**src/rtl/extended_feature_enable_pkg.sv**
```systemverilog
/*
 * Shared constants and carrier types for the extended feature control
 * register. Assumes a single core clock domain and a core pipeline that
 * issues model register accesses and gated instruction requests.
 */
package feature_ctrl_pkg;

   // Model register address and data width
   localparam logic [31:0] EFE_ADDR = 32'hC000_0080;
   localparam int DATA_W = 64;

   // Field positions
   localparam int FAST_FAST_CALL_OP_BIT = 0;
   localparam int LONG_MODE_EN_BIT = 8;
   localparam int MBZ_LOW_BIT = 9;
   localparam int LONG_MODE_ACT_BIT = 10;
   localparam int NO_EXEC_BIT = 11;
   localparam int SECURE_VIRT_BIT = 12;
   localparam int SEG_LIMIT_BIT = 13;
   localparam int FAST_SAVE_BIT = 14;
   localparam int SEL_FLUSH_BIT = 15;
   localparam int MBZ_HIGH_LSB = 16;

   // Reset value, reserved-bit read value and kernel privilege level
   localparam logic EFE_FIELD_RESET = 1'b0;
   localparam logic [63:0] RESERVED_READ = 64'h0000_0000_0000_0000;
   localparam logic [1:0] PRIV_KERNEL = 2'h0;

   typedef enum logic [1:0] {
      MODE_LEGACY,
      MODE_COMPAT,
      MODE_LONG64
   } cpu_mode_t;

   typedef enum logic [2:0] {
      OP_FAST_CALL,
      OP_FAST_RETURN,
      OP_SECURE_VIRT,
      OP_STATE_SAVE,
      OP_STATE_RESTORE,
      OP_PAGE_INVALIDATE
   } op_kind_t;

   typedef struct packed {
      logic valid;
      logic write;
      logic [31:0] addr;
      logic [63:0] wdata;
   } msr_req_t;

   typedef struct packed {
      logic done;
      logic general_protection_fault;
      logic [63:0] rdata;
   } msr_rsp_t;

   typedef struct packed {
      logic valid;
      op_kind_t kind;
   } op_req_t;

   typedef struct packed {
      logic done;
      logic undefined_opcode_fault;
      logic save_vector_registers;
      logic save_legacy_fp;
      logic save_vector_control_status;
      logic flush_target;
      logic flush_upper_all;
      logic flush_upper_path;
   } op_rsp_t;

   typedef struct packed {
      logic fast_fast_call_op_enable;
      logic long_mode_enable;
      logic long_mode_active;
      logic no_execute_enable;
      logic secure_virt_enable;
      logic segment_limit_check_enable;
      logic fast_state_save_enable;
      logic selective_tlb_flush_enable;
      logic segment_limit_check_on;
      cpu_mode_t cpu_mode;
   } feature_state_t;

endpackage

```
**src/rtl/extended_feature_control.sv**
```systemverilog
/*
 * Extended feature control register: storage, model register access,
 * long mode activation and gating of the instructions the bits control.
 * Assumes the core presents paging enable, the code segment long bit and
 * the privilege level on core_clk, and that one request of each kind
 * is held for a single cycle.
 */
`timescale 1ns/100ps
`default_nettype none

// Behaviour
// [RL1] Bit 0 enables fast call and return
// [RL2] Long mode enable only permits long mode
// [RL3] Paging on with enable sets active
// [RL4] Active: compat or 64-bit by long bit
// [RL5] Inactive: legacy mode, 64-bit features off
// [RL6] Write with wrong active bit faults
// [RL7] Software preserves active bit on writes
// [RL8] Bit 11 enables no-execute protection
// [RL9] Software checks no-execute support first
// [RL10] Bit 12 zero: virt instructions undefined
// [RL11] Virtualization enable resets to zero
// [RL12] Hypervisor keeps guests off this register
// [RL13] Bit 13 enables 64-bit limit checks
// [RL14] Bit 14 skips vector regs at kernel
// [RL15] Fast save ignored outside kernel 64-bit
// [RL16] Legacy FP and control status always saved
// [RL17] Bit 15 clear: flush all upper entries
// [RL18] Bit 15 set: flush path entries only
// [RL19] Software checks flush support, tolerates staleness
// [RL20] Only privileged model register access
// [RL21] Reserved high bits and bit 9 zero
// [RL22] Bits 7 to 1 read zero
// [RL23] Everything resets to zero, legacy mode
module extended_feature_control
   import feature_ctrl_pkg::*;
(
   // Clock and reset
   input wire logic core_clk,
   input wire logic reset_n,
   // Model register access
   input wire msr_req_t msr_req,
   output var msr_rsp_t msr_rsp,
   // Core state
   input wire logic paging_enabled,
   input wire logic code_long_bit,
   input wire logic [1:0] current_privilege_level,
   // Instruction gating
   input wire op_req_t op_req,
   output var op_rsp_t op_rsp,
   // Feature levels
   output var feature_state_t features
);

   typedef struct packed {
      logic fast_fast_call_op_enable;
      logic long_mode_enable;
      logic long_mode_active;
      logic no_execute_enable;
      logic secure_virt_enable;
      logic segment_limit_check_enable;
      logic fast_state_save_enable;
      logic selective_tlb_flush_enable;
   } efe_fields_t;

   typedef struct packed {
      efe_fields_t efe;
      cpu_mode_t mode;
      logic limit_check_on;
      msr_rsp_t msr_rsp;
      op_rsp_t op_rsp;
   } state_t;

   localparam efe_fields_t EFE_RESET = '{
      fast_fast_call_op_enable: EFE_FIELD_RESET,
      long_mode_enable: EFE_FIELD_RESET,
      long_mode_active: EFE_FIELD_RESET,
      no_execute_enable: EFE_FIELD_RESET,
      secure_virt_enable: EFE_FIELD_RESET,
      segment_limit_check_enable: EFE_FIELD_RESET,
      fast_state_save_enable: EFE_FIELD_RESET,
      selective_tlb_flush_enable: EFE_FIELD_RESET
   };

   logic [1:0] rst_sync_ff;
   logic rst_n;
   state_t state_ff;
   state_t nxt_state;
   logic [63:0] read_value;
   logic addr_hit;
   logic privileged;
   logic reserved_dirty;
   logic active_mismatch;
   logic write_ok;
   logic in_long64;

   // Field map checked at elaboration: a moved field must stay inside the
   // writable low 16 bits, off the reserved bits, and on a bit of its own
   localparam int FIELD_COUNT = 8;
   localparam int FIELD_POS [FIELD_COUNT] = '{
      FAST_FAST_CALL_OP_BIT,
      LONG_MODE_EN_BIT,
      LONG_MODE_ACT_BIT,
      NO_EXEC_BIT,
      SECURE_VIRT_BIT,
      SEG_LIMIT_BIT,
      FAST_SAVE_BIT,
      SEL_FLUSH_BIT
   };

   if (DATA_W != $bits(read_value) || MBZ_HIGH_LSB >= DATA_W) begin : g_word_check
      $error("register word width does not match the field map");
   end

   for (genvar i = 0; i < FIELD_COUNT; i++) begin : g_field_check
      if (FIELD_POS[i] >= MBZ_HIGH_LSB || FIELD_POS[i] == MBZ_LOW_BIT) begin : g_reserved
         $error("field placed on a reserved bit");
      end
      if (FIELD_POS[i] > FAST_FAST_CALL_OP_BIT && FIELD_POS[i] < LONG_MODE_EN_BIT) begin : g_raz
         $error("field placed in the read-as-zero range");
      end
      for (genvar j = i + 1; j < FIELD_COUNT; j++) begin : g_pair
         if (FIELD_POS[i] == FIELD_POS[j]) begin : g_clash
            $error("two fields share one bit");
         end
      end
   end

   // Reset release through two flops; assertion stays asynchronous
   always_ff @(posedge core_clk or negedge reset_n) begin
      if (!reset_n) begin
         rst_sync_ff <= 2'h0;
      end else begin
         rst_sync_ff <= {rst_sync_ff[0], 1'b1};
      end
   end

   assign rst_n = rst_sync_ff[1];

   // Register image as software sees it
   always_comb begin
      read_value = RESERVED_READ; // [RL22]
      read_value[FAST_FAST_CALL_OP_BIT] = state_ff.efe.fast_fast_call_op_enable;
      read_value[LONG_MODE_EN_BIT] = state_ff.efe.long_mode_enable;
      read_value[LONG_MODE_ACT_BIT] = state_ff.efe.long_mode_active;
      read_value[NO_EXEC_BIT] = state_ff.efe.no_execute_enable;
      read_value[SECURE_VIRT_BIT] = state_ff.efe.secure_virt_enable;
      read_value[SEG_LIMIT_BIT] = state_ff.efe.segment_limit_check_enable;
      read_value[FAST_SAVE_BIT] = state_ff.efe.fast_state_save_enable;
      read_value[SEL_FLUSH_BIT] = state_ff.efe.selective_tlb_flush_enable;
   end

   // Write admission checks
   always_comb begin
      addr_hit = msr_req.addr == EFE_ADDR;
      privileged = current_privilege_level == PRIV_KERNEL; // [RL20]
      // Nonzero reserved bits are refused rather than dropped silently
      reserved_dirty = (|msr_req.wdata[63:MBZ_HIGH_LSB])
         | msr_req.wdata[MBZ_LOW_BIT]; // [RL21]
      // The active bit is hardware owned; a write must echo it
      active_mismatch = msr_req.wdata[LONG_MODE_ACT_BIT]
         != state_ff.efe.long_mode_active; // [RL6] [RL7]
      write_ok = msr_req.valid & msr_req.write & addr_hit & privileged
         & !reserved_dirty & !active_mismatch;
      in_long64 = state_ff.mode == MODE_LONG64;
   end

   always_comb begin
      nxt_state = state_ff;
      nxt_state.msr_rsp.done = 1'b0;
      nxt_state.msr_rsp.general_protection_fault = 1'b0;
      nxt_state.op_rsp = '0;

      // Model register access: answer one cycle after the request
      if (msr_req.valid) begin
         nxt_state.msr_rsp.done = 1'b1;
         if (!privileged || !addr_hit) begin
            nxt_state.msr_rsp.general_protection_fault = 1'b1; // [RL20]
            nxt_state.msr_rsp.rdata = RESERVED_READ;
         end else if (!msr_req.write) begin
            nxt_state.msr_rsp.rdata = read_value;
         end else if (!write_ok) begin
            nxt_state.msr_rsp.general_protection_fault = 1'b1; // [RL6]
            nxt_state.msr_rsp.rdata = RESERVED_READ;
         end else begin
            nxt_state.msr_rsp.rdata = RESERVED_READ;
         end
      end

      if (write_ok) begin
         nxt_state.efe.fast_fast_call_op_enable =
            msr_req.wdata[FAST_FAST_CALL_OP_BIT]; // [RL1]
         nxt_state.efe.long_mode_enable =
            msr_req.wdata[LONG_MODE_EN_BIT]; // [RL2]
         nxt_state.efe.no_execute_enable =
            msr_req.wdata[NO_EXEC_BIT]; // [RL8]
         nxt_state.efe.secure_virt_enable =
            msr_req.wdata[SECURE_VIRT_BIT]; // [RL10]
         nxt_state.efe.segment_limit_check_enable =
            msr_req.wdata[SEG_LIMIT_BIT]; // [RL13]
         nxt_state.efe.fast_state_save_enable =
            msr_req.wdata[FAST_SAVE_BIT]; // [RL14]
         nxt_state.efe.selective_tlb_flush_enable =
            msr_req.wdata[SEL_FLUSH_BIT]; // [RL17]
      end

      // Active only once paging is on as well; enable alone never activates
      nxt_state.efe.long_mode_active =
         nxt_state.efe.long_mode_enable & paging_enabled; // [RL2] [RL3]

      // Operating mode follows the active bit and the code segment
      if (!nxt_state.efe.long_mode_active) begin
         nxt_state.mode = MODE_LEGACY; // [RL5]
      end else if (code_long_bit) begin
         nxt_state.mode = MODE_LONG64; // [RL4]
      end else begin
         nxt_state.mode = MODE_COMPAT; // [RL4]
      end

      // Taken from the next values so it leaves a flop in step with the mode
      nxt_state.limit_check_on = nxt_state.efe.segment_limit_check_enable
         & (nxt_state.mode == MODE_LONG64); // [RL13]

      // Instruction gating: answer one cycle after the request
      if (op_req.valid) begin
         nxt_state.op_rsp.done = 1'b1;
         case (op_req.kind)
            OP_FAST_CALL, OP_FAST_RETURN: begin
               nxt_state.op_rsp.undefined_opcode_fault =
                  !state_ff.efe.fast_fast_call_op_enable; // [RL1]
            end
            OP_SECURE_VIRT: begin
               nxt_state.op_rsp.undefined_opcode_fault =
                  !state_ff.efe.secure_virt_enable; // [RL10]
            end
            OP_STATE_SAVE, OP_STATE_RESTORE: begin
               // Vector registers skipped only at kernel level in 64-bit
               nxt_state.op_rsp.save_vector_registers =
                  !(state_ff.efe.fast_state_save_enable & in_long64
                    & privileged); // [RL14] [RL15]
               nxt_state.op_rsp.save_legacy_fp = 1'b1; // [RL16]
               nxt_state.op_rsp.save_vector_control_status = 1'b1; // [RL16]
            end
            OP_PAGE_INVALIDATE: begin
               nxt_state.op_rsp.flush_target = 1'b1;
               nxt_state.op_rsp.flush_upper_all =
                  !state_ff.efe.selective_tlb_flush_enable; // [RL17]
               nxt_state.op_rsp.flush_upper_path =
                  state_ff.efe.selective_tlb_flush_enable; // [RL18]
            end
            default: begin
               nxt_state.op_rsp.undefined_opcode_fault = 1'b1;
            end
         endcase
      end
   end

   always_ff @(posedge core_clk or negedge rst_n) begin
      if (!rst_n) begin
         state_ff.efe <= EFE_RESET; // [RL11] [RL23]
         state_ff.mode <= MODE_LEGACY; // [RL23]
         state_ff.limit_check_on <= 1'b0; // [RL23]
         state_ff.msr_rsp <= '0;
         state_ff.op_rsp <= '0;
      end else begin
         state_ff <= nxt_state;
      end
   end

   assign msr_rsp = state_ff.msr_rsp;
   assign op_rsp = state_ff.op_rsp;

   // Feature levels for the rest of the core
   always_comb begin
      features.fast_fast_call_op_enable = state_ff.efe.fast_fast_call_op_enable;
      features.long_mode_enable = state_ff.efe.long_mode_enable;
      features.long_mode_active = state_ff.efe.long_mode_active;
      features.no_execute_enable = state_ff.efe.no_execute_enable; // [RL8]
      features.secure_virt_enable = state_ff.efe.secure_virt_enable;
      features.segment_limit_check_enable =
         state_ff.efe.segment_limit_check_enable;
      features.fast_state_save_enable = state_ff.efe.fast_state_save_enable;
      features.selective_tlb_flush_enable =
         state_ff.efe.selective_tlb_flush_enable;
      // Limit checks apply in 64-bit mode only
      features.segment_limit_check_on = state_ff.limit_check_on; // [RL13]
      features.cpu_mode = state_ff.mode; // [RL4] [RL5]
   end

endmodule

`default_nettype wire

```
**config.mk**
```make
export PLATFORM = sky130hd
export DESIGN_NAME = extended_feature_control
export DESIGN_NICKNAME = d
export VERILOG_FILES = /design/src/rtl/extended_feature_enable_pkg.sv /design/src/rtl/extended_feature_control.sv
export SDC_FILE = /design/constraint.sdc
export NUM_CORES = 1
export LEC_CHECK = 0
export ABC_AREA = 1
export BUFFER_PORTS_ARGS = -buffer_cell sky130_fd_sc_hd__clkbuf_2
export CORE_MARGIN = 4
export CORE_UTILIZATION = 39
export CTS_CLUSTER_DIAMETER = 100
export DETAILED_ROUTE_END_ITERATION = 10
export PLACE_DENSITY = 0.87
export SETUP_SLACK_MARGIN = 0.3
export SLEW_MARGIN = 10
export SYNTH_ARGS = -nofsm -noshare
export SYNTH_HDL_FRONTEND = slang
export SYNTH_SLANG_ARGS = --single-unit
```
**constraint.sdc**
```tcl
create_clock -name core_clk -period 2.05 [get_ports core_clk]
set_input_delay 0.3075 -clock core_clk [delete_from_list [all_inputs] [get_ports core_clk]]
set_output_delay 0.3075 -clock core_clk [all_outputs]
set_load 0.02 [all_outputs]
```
==> flow_summary.ini, run 1 <==
[grt]
global_route.usage.total = 0.155
grt_start_max_net_pins = 29
grt_pass1_wl_um = 7420
globalRouteOverflowTotal = 0
grt_pass1_vias = 1626
antenna_found_initial = 0

[logic_synthesis]
synth-seq-area-share = 0.389
synth-edff-count = 0
post_synth_inst_count = 230
ys.flop_type = sky130_fd_sc_hd__dfrtp_1
synth_seq_cells = 30
synth.lib_cells_used.distinct = 27
synthArstFlopShare = 1.00
synth_area_per_cell_sq_um = 8.40
synthesis.yosys.warnings = 0
syn-cell-area_sq_um = 1930

[floorplanning]
die_h_um = 78.4
rows = 25
initial_core_util = 0.406
fp.coreArea_sq_um = 4750
horiz_die_dim_um = 78.4
floorplan_die_area_sq_um = 6140
top_level_pins = 193

[finish]
finalCoreUtilization = 0.534
area_of_the_multi_input_gates_sq_um = 892
n_fill_cell = 454
area_growth_pct = 31.3
regArea_sq_um = 751
antenna-diode-count = 0
num-nets-final = 473
final_layout_size_suffix_gt1_frac = 0.432
finalNonFillerCells = 433

[timing]
post-route-worst-setup-slack_ps = 514
min_period_ps = 1540
report.final.setup_viol = 0
timing_max_transition_violations_final = 0
grt_setup_unrepaired = no
final.period_utilization = 0.749
timing.final.hold_violations = 0
final.setup.tns_ps = 0
relSlewSlack = 0.592
maxClockFrequency_ghz = 0.651
final.setup_skew_ps = 5.92
tightest_slew_ps = 610

[clock_tree]
clock_path_buffers = 2
cts_resized = 0
tritoncts = built
tritoncts_sink_count = 30
cts_post_setup_buffers_inserted = 0
clock_insertion_delay_worst_skew_ps = 280
tritoncts.num_buffers = 5
hold_buffers = 1
ctsRootBufferMaster = sky130_fd_sc_hd__clkbuf_8
path_clk_slew_ps = 60
cts.htree.levels = 2

[critical_path]
critPathKind = reg2reg
critical_path.slowest_cell = sky130_fd_sc_hd__dfrtp_1
reg2reg_to = features[0]$_DFF_PN0_
critical_path.most_common_cell = sky130_fd_sc_hd__nand2_1
startpoint_class_of_the_critical_path = flop
crit_chain = xnor2_1 -> nand2_1 -> nor2_2 -> nand3_4 -> nand2_1 -> nand2_2 -> nand2_1 -> nor2_1
crit_path_max_fanout = 14
worstRegToRegCells = 8
cp.required_ps = 2220
slowest_delay_ps = 420
regToRegSetupSlack_ps = 510
critical_path_arrival_ps = 1710
timing.critical_path.max_delay_family = simple AND/OR/NAND/NOR gates
r2r-start = features[8]$_DFF_PN0_
cp_num_buf_inv = 0
setup.worst_path.end_class = flop

[hold_path]
min_delay_worst_endpoint = op_rsp[7]$_DFF_PN0_
hold_crit_path_type = in2reg
source_of_the_worst_hold_timing_path = op_req[3]
timing.hold.worst_path_depth = 1

[place]
routabilityCongestion = 0.818
dp.final_hpwl_um = 4150
count_of_buffers_inserted_at_the_top_level_ports = 129
dp_worst_setup_slack_ps = 281
post-place-cells = 424

[run_status]
run_status = completed

[drt]
detailedRoute.firstPassIterationCount = 4
route.detailed.drc = 0
viasPerCell = 4.05
drt_iter0_drc = 53
wire_per_inst_um = 11.3
ant_nets = 0
routed-via-count = 1753
detail_route.wirelength_um = 4890

[power_and_ir_drop]
ir_drop_v = 0.000241
cellPowerDensity_nw_per_um2 = 538
power.static_leakage_nw = 1.49

[run]
timing.max_cap.violations = 0
[cells by family after synthesis]
group                  synth area share
AO/OA/AOI/OAI                    0.0907
XOR/XNOR                        0.00453
buffers and inverters             0.256
flip-flops                        0.389
other                           0.00389
AND/OR/NAND/NOR                   0.256
[worst register-to-register path, delay by kind of cell (launching register included)]
kind,cells,cell delay [ps]
AND/OR/NAND/NOR,7,880
XOR/XNOR,1,140
flip-flops,1,420
[where the power goes]
group          leakage (nW)  switching [mW]  internal (mW)  total [mW]
Sequential            0.404         0.00302          0.602       0.605
Combinational          1.03           0.181         0.0956       0.276
Clock                0.0482           0.213          0.270       0.484
[synth_stat cells (2+ instances only)]
cell	n	area [sq um]
sky130_fd_sc_hd__buf_4	57	428
sky130_fd_sc_hd__nor2_1	51	191
sky130_fd_sc_hd__nand2_1	36	135
sky130_fd_sc_hd__dfrtp_1	30	751
sky130_fd_sc_hd__inv_1	13	48.8
sky130_fd_sc_hd__a32o_1	8	80.1
sky130_fd_sc_hd__o21ai_2	5	43.8
sky130_fd_sc_hd__nand2_2	3	18.8
sky130_fd_sc_hd__nor2_2	3	18.8
sky130_fd_sc_hd__nor3_1	3	15.0
sky130_fd_sc_hd__conb_1	2	7.51
sky130_fd_sc_hd__inv_2	2	7.51
sky130_fd_sc_hd__nand3_4	2	35.0
sky130_fd_sc_hd__nor2_4	2	22.5
[state kept, by name, indices dropped and copies added (netlist names)]
name         flops
msr_rsp         10
features        11
rst_sync_ff      2
op_rsp           7
[routing by layer]
| metal | GRT usage | routed length [um] | up-vias | part of all wire |
|---|---|---|---|---|
| met3 | 0.0550 | 543 | 4 | 0.11 |
| met4 | 0.0455 | 33 | 0 | 0.0068 |
| met5 | 0 | 0 | - | 0 |
| met2 | 0.297 | 2640 | 97 | 0.54 |
| met1 | 0.155 | 1670 | 767 | 0.34 |
| li1 | - | - | 885 | - |
[placed cells by master (no fill, tap or decap), types with 3 or more instances in the layout]
| master | instances |
|---|---|
| sky130_fd_sc_hd__nand2_2 | 3 |
| sky130_fd_sc_hd__nand2_1 | 36 |
| sky130_fd_sc_hd__nor2_2 | 3 |
| sky130_fd_sc_hd__inv_1 | 13 |
| sky130_fd_sc_hd__o21ai_2 | 5 |
| sky130_fd_sc_hd__nor3_1 | 3 |
| sky130_fd_sc_hd__nor2_1 | 51 |
| sky130_fd_sc_hd__a32o_1 | 8 |
| sky130_fd_sc_hd__conb_1 | 57 |
| sky130_fd_sc_hd__clkbuf_2 | 129 |
| sky130_fd_sc_hd__dfrtp_1 | 30 |
| sky130_fd_sc_hd__clkbuf_8 | 6 |
[worst max-delay path by stage]
stage / startpoint / end / slack, ps / cells past startpoint
floorplan: current_privilege_level[1] / features[4]$_DFFE_PN0P_ / 630 / 8
finish: features[8]$_DFF_PN0_ / features[0]$_DFF_PN0_ / 510 / 8
CTS: features[8]$_DFF_PN0_ / features[0]$_DFF_PN0_ / 470 / 8
global placement: current_privilege_level[1] / features[0]$_DFF_PN0_ / 320 / 10
detailed placement: current_privilege_level[1] / features[0]$_DFF_PN0_ / 280 / 10
global route: features[8]$_DFF_PN0_ / features[8]$_DFF_PN0_ / 320 / 8
[final cells by class]
type,count,share of cell area
clock buffer,7,0.0340
multi-input combinational,182,0.352
inverter,15,0.0222
clock inverter,1,0.00197
tap,67,0.0330
timing repair buffer,131,0.261
sequential,30,0.296
[per-stage QoR]
step                      total power [mW]  instance area, sq um  hold slack [ps]
after floorplan                      0.854                  2140             11.9
after CTS                             1.37                  2540              139
after global placement               0.882                  2440             93.2
final                                 1.36                  2540              143
after detailed placement             0.887                  2440             94.8
after global routing                  1.43                  2540              141
Note: power is estimated with default switching activity, not from simulation.
==> run 2, diff against run 1 <==
CORE_UTILIZATION = 36   (was 39)
PLACE_DENSITY = 0.81   (was 0.87)
clock period = 1.5 ns   (was 2.05 ns; I/O delays follow)
==> flow_summary.ini, run 2 (synthesis results as in run 1) <==
[timing]
maxClockFrequency_ghz = 0.745
report.final.setup_viol = 0
tightest_slew_ps = 546
final.setup_skew_ps = 5.93
final.period_utilization = 0.895
min_period_ps = 1340
final.setup.tns_ps = 0
grt_setup_unrepaired = yes
timing_max_transition_violations_final = 0
relSlewSlack = 0.635
timing.final.hold_violations = 0

[drt]
detailedRoute.firstPassIterationCount = 4
route.top_layer_used = met4
ant_nets = 0
routed-via-count = 1778
viasPerCell = 4.04
route.detailed.drc = 0
wl_met1_um = 1660
met3WireLength_um = 613
wire_per_inst_um = 11.4
drt_iter0_drc = 83
detail_route.wirelength_um = 5020
routed-wl-met2_um = 2650

[place]
routabilityCongestion = 0.743
dp.final_hpwl_um = 4370
count_of_buffers_inserted_at_the_top_level_ports = 129

[clock_tree]
cts.htree.levels = 2
tritoncts.num_buffers = 5
ctsRootBufferMaster = sky130_fd_sc_hd__clkbuf_8
tritoncts_sink_count = 30
path_clk_slew_ps = 60
tritoncts = built
clock_insertion_delay_worst_skew_ps = 280
clock_path_buffers = 2

[floorplanning]
horiz_die_dim_um = 81.3
fp.coreArea_sq_um = 5140
top_level_pins = 193
rows = 26
initial_core_util = 0.376
die_h_um = 81.3
floorplan_die_area_sq_um = 6600

[grt]
grt_pass1_vias = 1593
grt_pass1_wl_um = 7040
antenna_found_initial = 0
global_route.usage.total = 0.141
globalRouteOverflowTotal = 0
grt_start_max_net_pins = 25

[critical_path]
cp.required_ps = 1660
crit_path_max_fanout = 7
reg2reg_to = msr_rsp[64]$_DFF_PN0_
setup.worst_path.end_class = flop
startpoint_class_of_the_critical_path = flop
critical_path_arrival_ps = 1500
critPathKind = reg2reg
regToRegSetupSlack_ps = 160
r2r-start = features[8]$_DFF_PN0_
worstRegToRegCells = 6

[power_and_ir_drop]
finalPower_mw = 1.87
cellPowerDensity_nw_per_um2 = 701
ir_drop_v = 0.000369
power.static_leakage_nw = 1.53

[finish]
leading_cell_type_in_the_layout_fill_and_taps_excluded = sky130_fd_sc_hd__clkbuf_2
max_ffs_per_register = 11
antenna-diode-count = 0
area_growth_pct = 37.7
finalCoreUtilization = 0.518
final_layout_size_suffix_gt1_frac = 0.470
most_used_cells_in_the_layout_excluding_fill_and_tap_cells = sky130_fd_sc_hd__clkbuf_2, sky130_fd_sc_hd__conb_1, sky130_fd_sc_hd__nor2_1
num-nets-final = 477

[hold_path]
hold_crit_path_type = in2reg
source_of_the_worst_hold_timing_path = op_req[3]
min_delay_worst_endpoint = op_rsp[7]$_DFF_PN0_
timing.hold.worst_path_depth = 1

[run]
timing.max_cap.violations = 0

[run_status]
run_status = completed
-- run 2: routing by layer --
| layer | track usage | vias to the layer above |
|---|---|---|
| met3 | 0.0588 | 10 |
| met4 | 0.0574 | 0 |
| met2 | 0.252 | 101 |
| li1 | - | 891 |
| met5 | 0 | - |
| met1 | 0.145 | 776 |
-- run 2: cell type report --
class	instances	area (sq um)
Clock inverter	1	5.00
Sequential cell	30	753
Tap cell	70	87.6
Inverter	15	56.3
Timing Repair Buffer	135	712
Multi-Input combinational cell	182	960
Clock buffer	7	86.3
Fill cell	494	2480
-- run 2: timing repair --
action,CTS,global route
hold buffers,1,0
resized for setup,9,13
endpoints found under the hold margin,2,0
pin swaps,3,0
setup buffers,1,0
endpoints found under the setup margin,12,14
-- run 2: how the worst max path moves through the flow --
stage / from / endpoint / slack [ps] / depth (start not counted)
2_1_floorplan: current_privilege_level[1] / features[4]$_DFFE_PN0P_ / 170 / 8
3_3_place_gp: current_privilege_level[1] / features[4]$_DFFE_PN0P_ / 30 / 9
3_5_place_dp: current_privilege_level[1] / features[4]$_DFFE_PN0P_ / 10 / 9
4_1_cts: features[8]$_DFF_PN0_ / features[1]$_DFF_PN0_ / 170 / 8
5_1_grt: features[8]$_DFF_PN0_ / features[1]$_DFF_PN0_ / 90 / 8
6_report: features[8]$_DFF_PN0_ / msr_rsp[64]$_DFF_PN0_ / 160 / 6
-- run 2: per-stage QoR --
stage	setup slack (ps)	hold WS, ps	cells	instance area [sq um]
after floorplan	172	-70.6	285	2140
after global placement	34.4	11.3	430	2480
after detailed placement	9.83	13.7	430	2480
after CTS	165	52.9	440	2620
after global routing	93.9	50.9	440	2660
final	158	64.0	440	2660
-- run 2: power breakdown --
group	switching [mW]	internal, mW	total (mW)
clock network	0.288	0.369	0.657
logic	0.247	0.132	0.379
registers	0.00599	0.823	0.829
total	0.541	1.32	1.87
-- run 2: critical path: stages, from the launching register on --
cell	delay, ps
sky130_fd_sc_hd__dfrtp_2	430
sky130_fd_sc_hd__xnor2_2	140
sky130_fd_sc_hd__nand2_2	90
sky130_fd_sc_hd__nor2_4	120
sky130_fd_sc_hd__nand3_4	140
sky130_fd_sc_hd__buf_12	190
sky130_fd_sc_hd__o311a_1	100
==> run 3, diff against run 2 <==
CORE_UTILIZATION = 25   (was 36)
PLACE_DENSITY = default   (was 0.81)
==> flow_summary.ini, run 3 (synthesis results as in run 1) <==
[timing]
tightest_slew_ps = 602
relSlewSlack = 0.598
hold-worst-slack_ps = 70.6
maxClockFrequency_ghz = 0.763
timing_max_transition_violations_final = 0
final.setup_skew_ps = 7.20
report.final.setup_viol = 0
final.setup.tns_ps = 0
final.period_utilization = 0.874
grt_setup_unrepaired = yes
min_period_ps = 1310
timing.final.hold_violations = 0

[power_and_ir_drop]
power_switching_uw = 536
cellPowerDensity_nw_per_um2 = 696
power.share.switching = 0.288
power_report.internal_total_mw = 1.33
ir_drop_v = 0.000263
sequentialPowerShare = 0.445
combPwrFrac = 0.205
power_frac_clock = 0.350
power.static_leakage_nw = 1.53

[floorplanning]
top_level_pins = 193
fp.coreArea_sq_um = 7370
initial_core_util = 0.262
rows = 31
floorplan_die_area_sq_um = 9200
die_h_um = 95.9
horiz_die_dim_um = 95.9

[critical_path]
startpoint_class_of_the_critical_path = flop
setup.worst_path.start = features[8]$_DFF_PN0_
cp.required_ps = 1670
regToRegSetupSlack_ps = 190
worstRegToRegCells = 7
slowest_delay_ps = 420
setup.worst_path.end_class = flop
crit_path_max_fanout = 7
crit_chain = xnor2_2 -> nand2_2 -> nor2_4 -> nand3_4 -> buf_6 -> nand2_1 -> o21ai_2
critical_path_arrival_ps = 1480
r2r-start = features[8]$_DFF_PN0_
reg2reg_to = features[6]$_DFFE_PN0P_
setup.worst_path.end = features[6]$_DFFE_PN0P_
critical_path.slowest_cell = sky130_fd_sc_hd__dfrtp_2
critPathKind = reg2reg

[drt]
route.detailed.drc = 0
wire_per_inst_um = 10.9
drt_iter0_drc = 46
routed-via-count = 1785
ant_nets = 0
detailedRoute.firstPassIterationCount = 4
viasPerCell = 3.79
detail_route.wirelength_um = 5130

[clock_tree]
tritoncts = built
tritoncts_sink_count = 30
path_clk_slew_ps = 70
tritoncts.num_buffers = 5
cts.htree.levels = 2
ctsRootBufferMaster = sky130_fd_sc_hd__clkbuf_8
clock_path_buffers = 2
clock_insertion_delay_worst_skew_ps = 280

[grt]
grt_pass1_vias = 1569
grt_pass1_wl_um = 7180
globalRouteOverflowTotal = 0
antenna_found_initial = 0
global_route.usage.total = 0.101
grt_start_max_net_pins = 25

[place]
count_of_buffers_inserted_at_the_top_level_ports = 129
postPlaceCellArea_sq_um = 2510
dp.final_hpwl_um = 4570
routabilityCongestion = 0.753

[run]
timing.max_cap.violations = 0

[finish]
antenna-diode-count = 0
area_growth_pct = 38.5
area_of_the_multi_input_gates_sq_um = 930
n_fill_cell = 783
num-nets-final = 479
final_design_area_no_fill_sq_um = 2680
leading_cell_type_in_the_layout_fill_and_taps_excluded = sky130_fd_sc_hd__clkbuf_2
regArea_sq_um = 752
max_ffs_per_register = 11
final_layout_size_suffix_gt1_frac = 0.460
most_used_cells_in_the_layout_excluding_fill_and_tap_cells = sky130_fd_sc_hd__clkbuf_2, sky130_fd_sc_hd__conb_1, sky130_fd_sc_hd__nor2_1

[run_status]
run_status = completed

[hold_path]
hold_crit_path_type = reg2async
run 3: cell count changes in the layout (fill, tap and decap cells not counted):
cell	delta
sky130_fd_sc_hd__nand2_4	-6
sky130_fd_sc_hd__nand2_1	+3
sky130_fd_sc_hd__nand2_2	+3
sky130_fd_sc_hd__buf_6	+2
sky130_fd_sc_hd__buf_12	-1
sky130_fd_sc_hd__buf_4	+1
sky130_fd_sc_hd__dfrtp_1	+1
sky130_fd_sc_hd__dfrtp_2	-1
sky130_fd_sc_hd__inv_1	+1
sky130_fd_sc_hd__inv_2	-1
sky130_fd_sc_hd__nand3_2	-1
sky130_fd_sc_hd__nand3_4	+1
run 3: through the flow:
step,setup WS (ps),total power [mW],cells,utilization
4_1_cts,164,1.87,471,0.359
3_5_place_dp,9.32,1.22,461,0.341
3_3_place_gp,40.2,1.21,461,0.341
5_1_grt,74.2,1.95,471,0.363
2_1_floorplan,172,1.17,285,-
6_report,189,1.86,471,0.363
run 3: critical path: cells and delay by family (launching register included):
family | cells | cell delay [ps]
AO/OA/AOI/OAI | 1 | 50
XOR/XNOR | 1 | 140
flip-flops | 1 | 420
buffers and inverters | 1 | 170
AND/OR/NAND/NOR | 4 | 430
run 3: how the worst min path moves through the flow:
| stage | slack, ps | startpoint | endpoint | cells past startpoint |
|---|---|---|---|---|
| floorplan | -70 | reset_n | rst_sync_ff[0]$_DFF_PN0_ | 0 |
| global placement | 10 | reset_n | rst_sync_ff[0]$_DFF_PN0_ | 1 |
| detailed placement | 10 | reset_n | rst_sync_ff[0]$_DFF_PN0_ | 1 |
| CTS | 60 | op_req[3] | op_rsp[7]$_DFF_PN0_ | 1 |
| global route | 70 | op_req[3] | op_rsp[7]$_DFF_PN0_ | 1 |
| finish | 70 | rst_sync_ff[1]$_DFF_PN0_ | features[7]$_DFFE_PN0P_ | 0 |
run 3: power by group through the flow:
stage / clock, mW / combinational (mW) / sequential (mW)
finish: 0.652 / 0.383 / 0.828
global route: 0.703 / 0.422 / 0.829
CTS: 0.667 / 0.378 / 0.829
detailed placement: 0 / 0.375 / 0.843
global placement: 0 / 0.371 / 0.843
floorplan: 0 / 0.300 / 0.866
run 3: cell type report:
type,count,area share
clock buffers,7,0.0323
clock inverters,1,0.00187
inverters,15,0.0210
multi-input cells,182,0.348
flip-flops and latches,30,0.281
well taps,99,0.0463
repair buffers,137,0.270
run 3: metal layers:
layer,GRT usage,vias to the layer above,wire length (um)
met5,0,-,0
met3,0.0430,5,667
met1,0.110,804,1760
met4,0.0320,0,51
li1,-,892,-
met2,0.178,84,2660
run 3: what timing repair did:
action / in CTS / in global routing
setup endpoints to repair: 12 / 13
endpoints found under the hold margin: 2 / 0
resized for setup: 7 / 8
hold buffers: 1 / 0
pin swaps: 2 / 1
setup buffers: 1 / 0
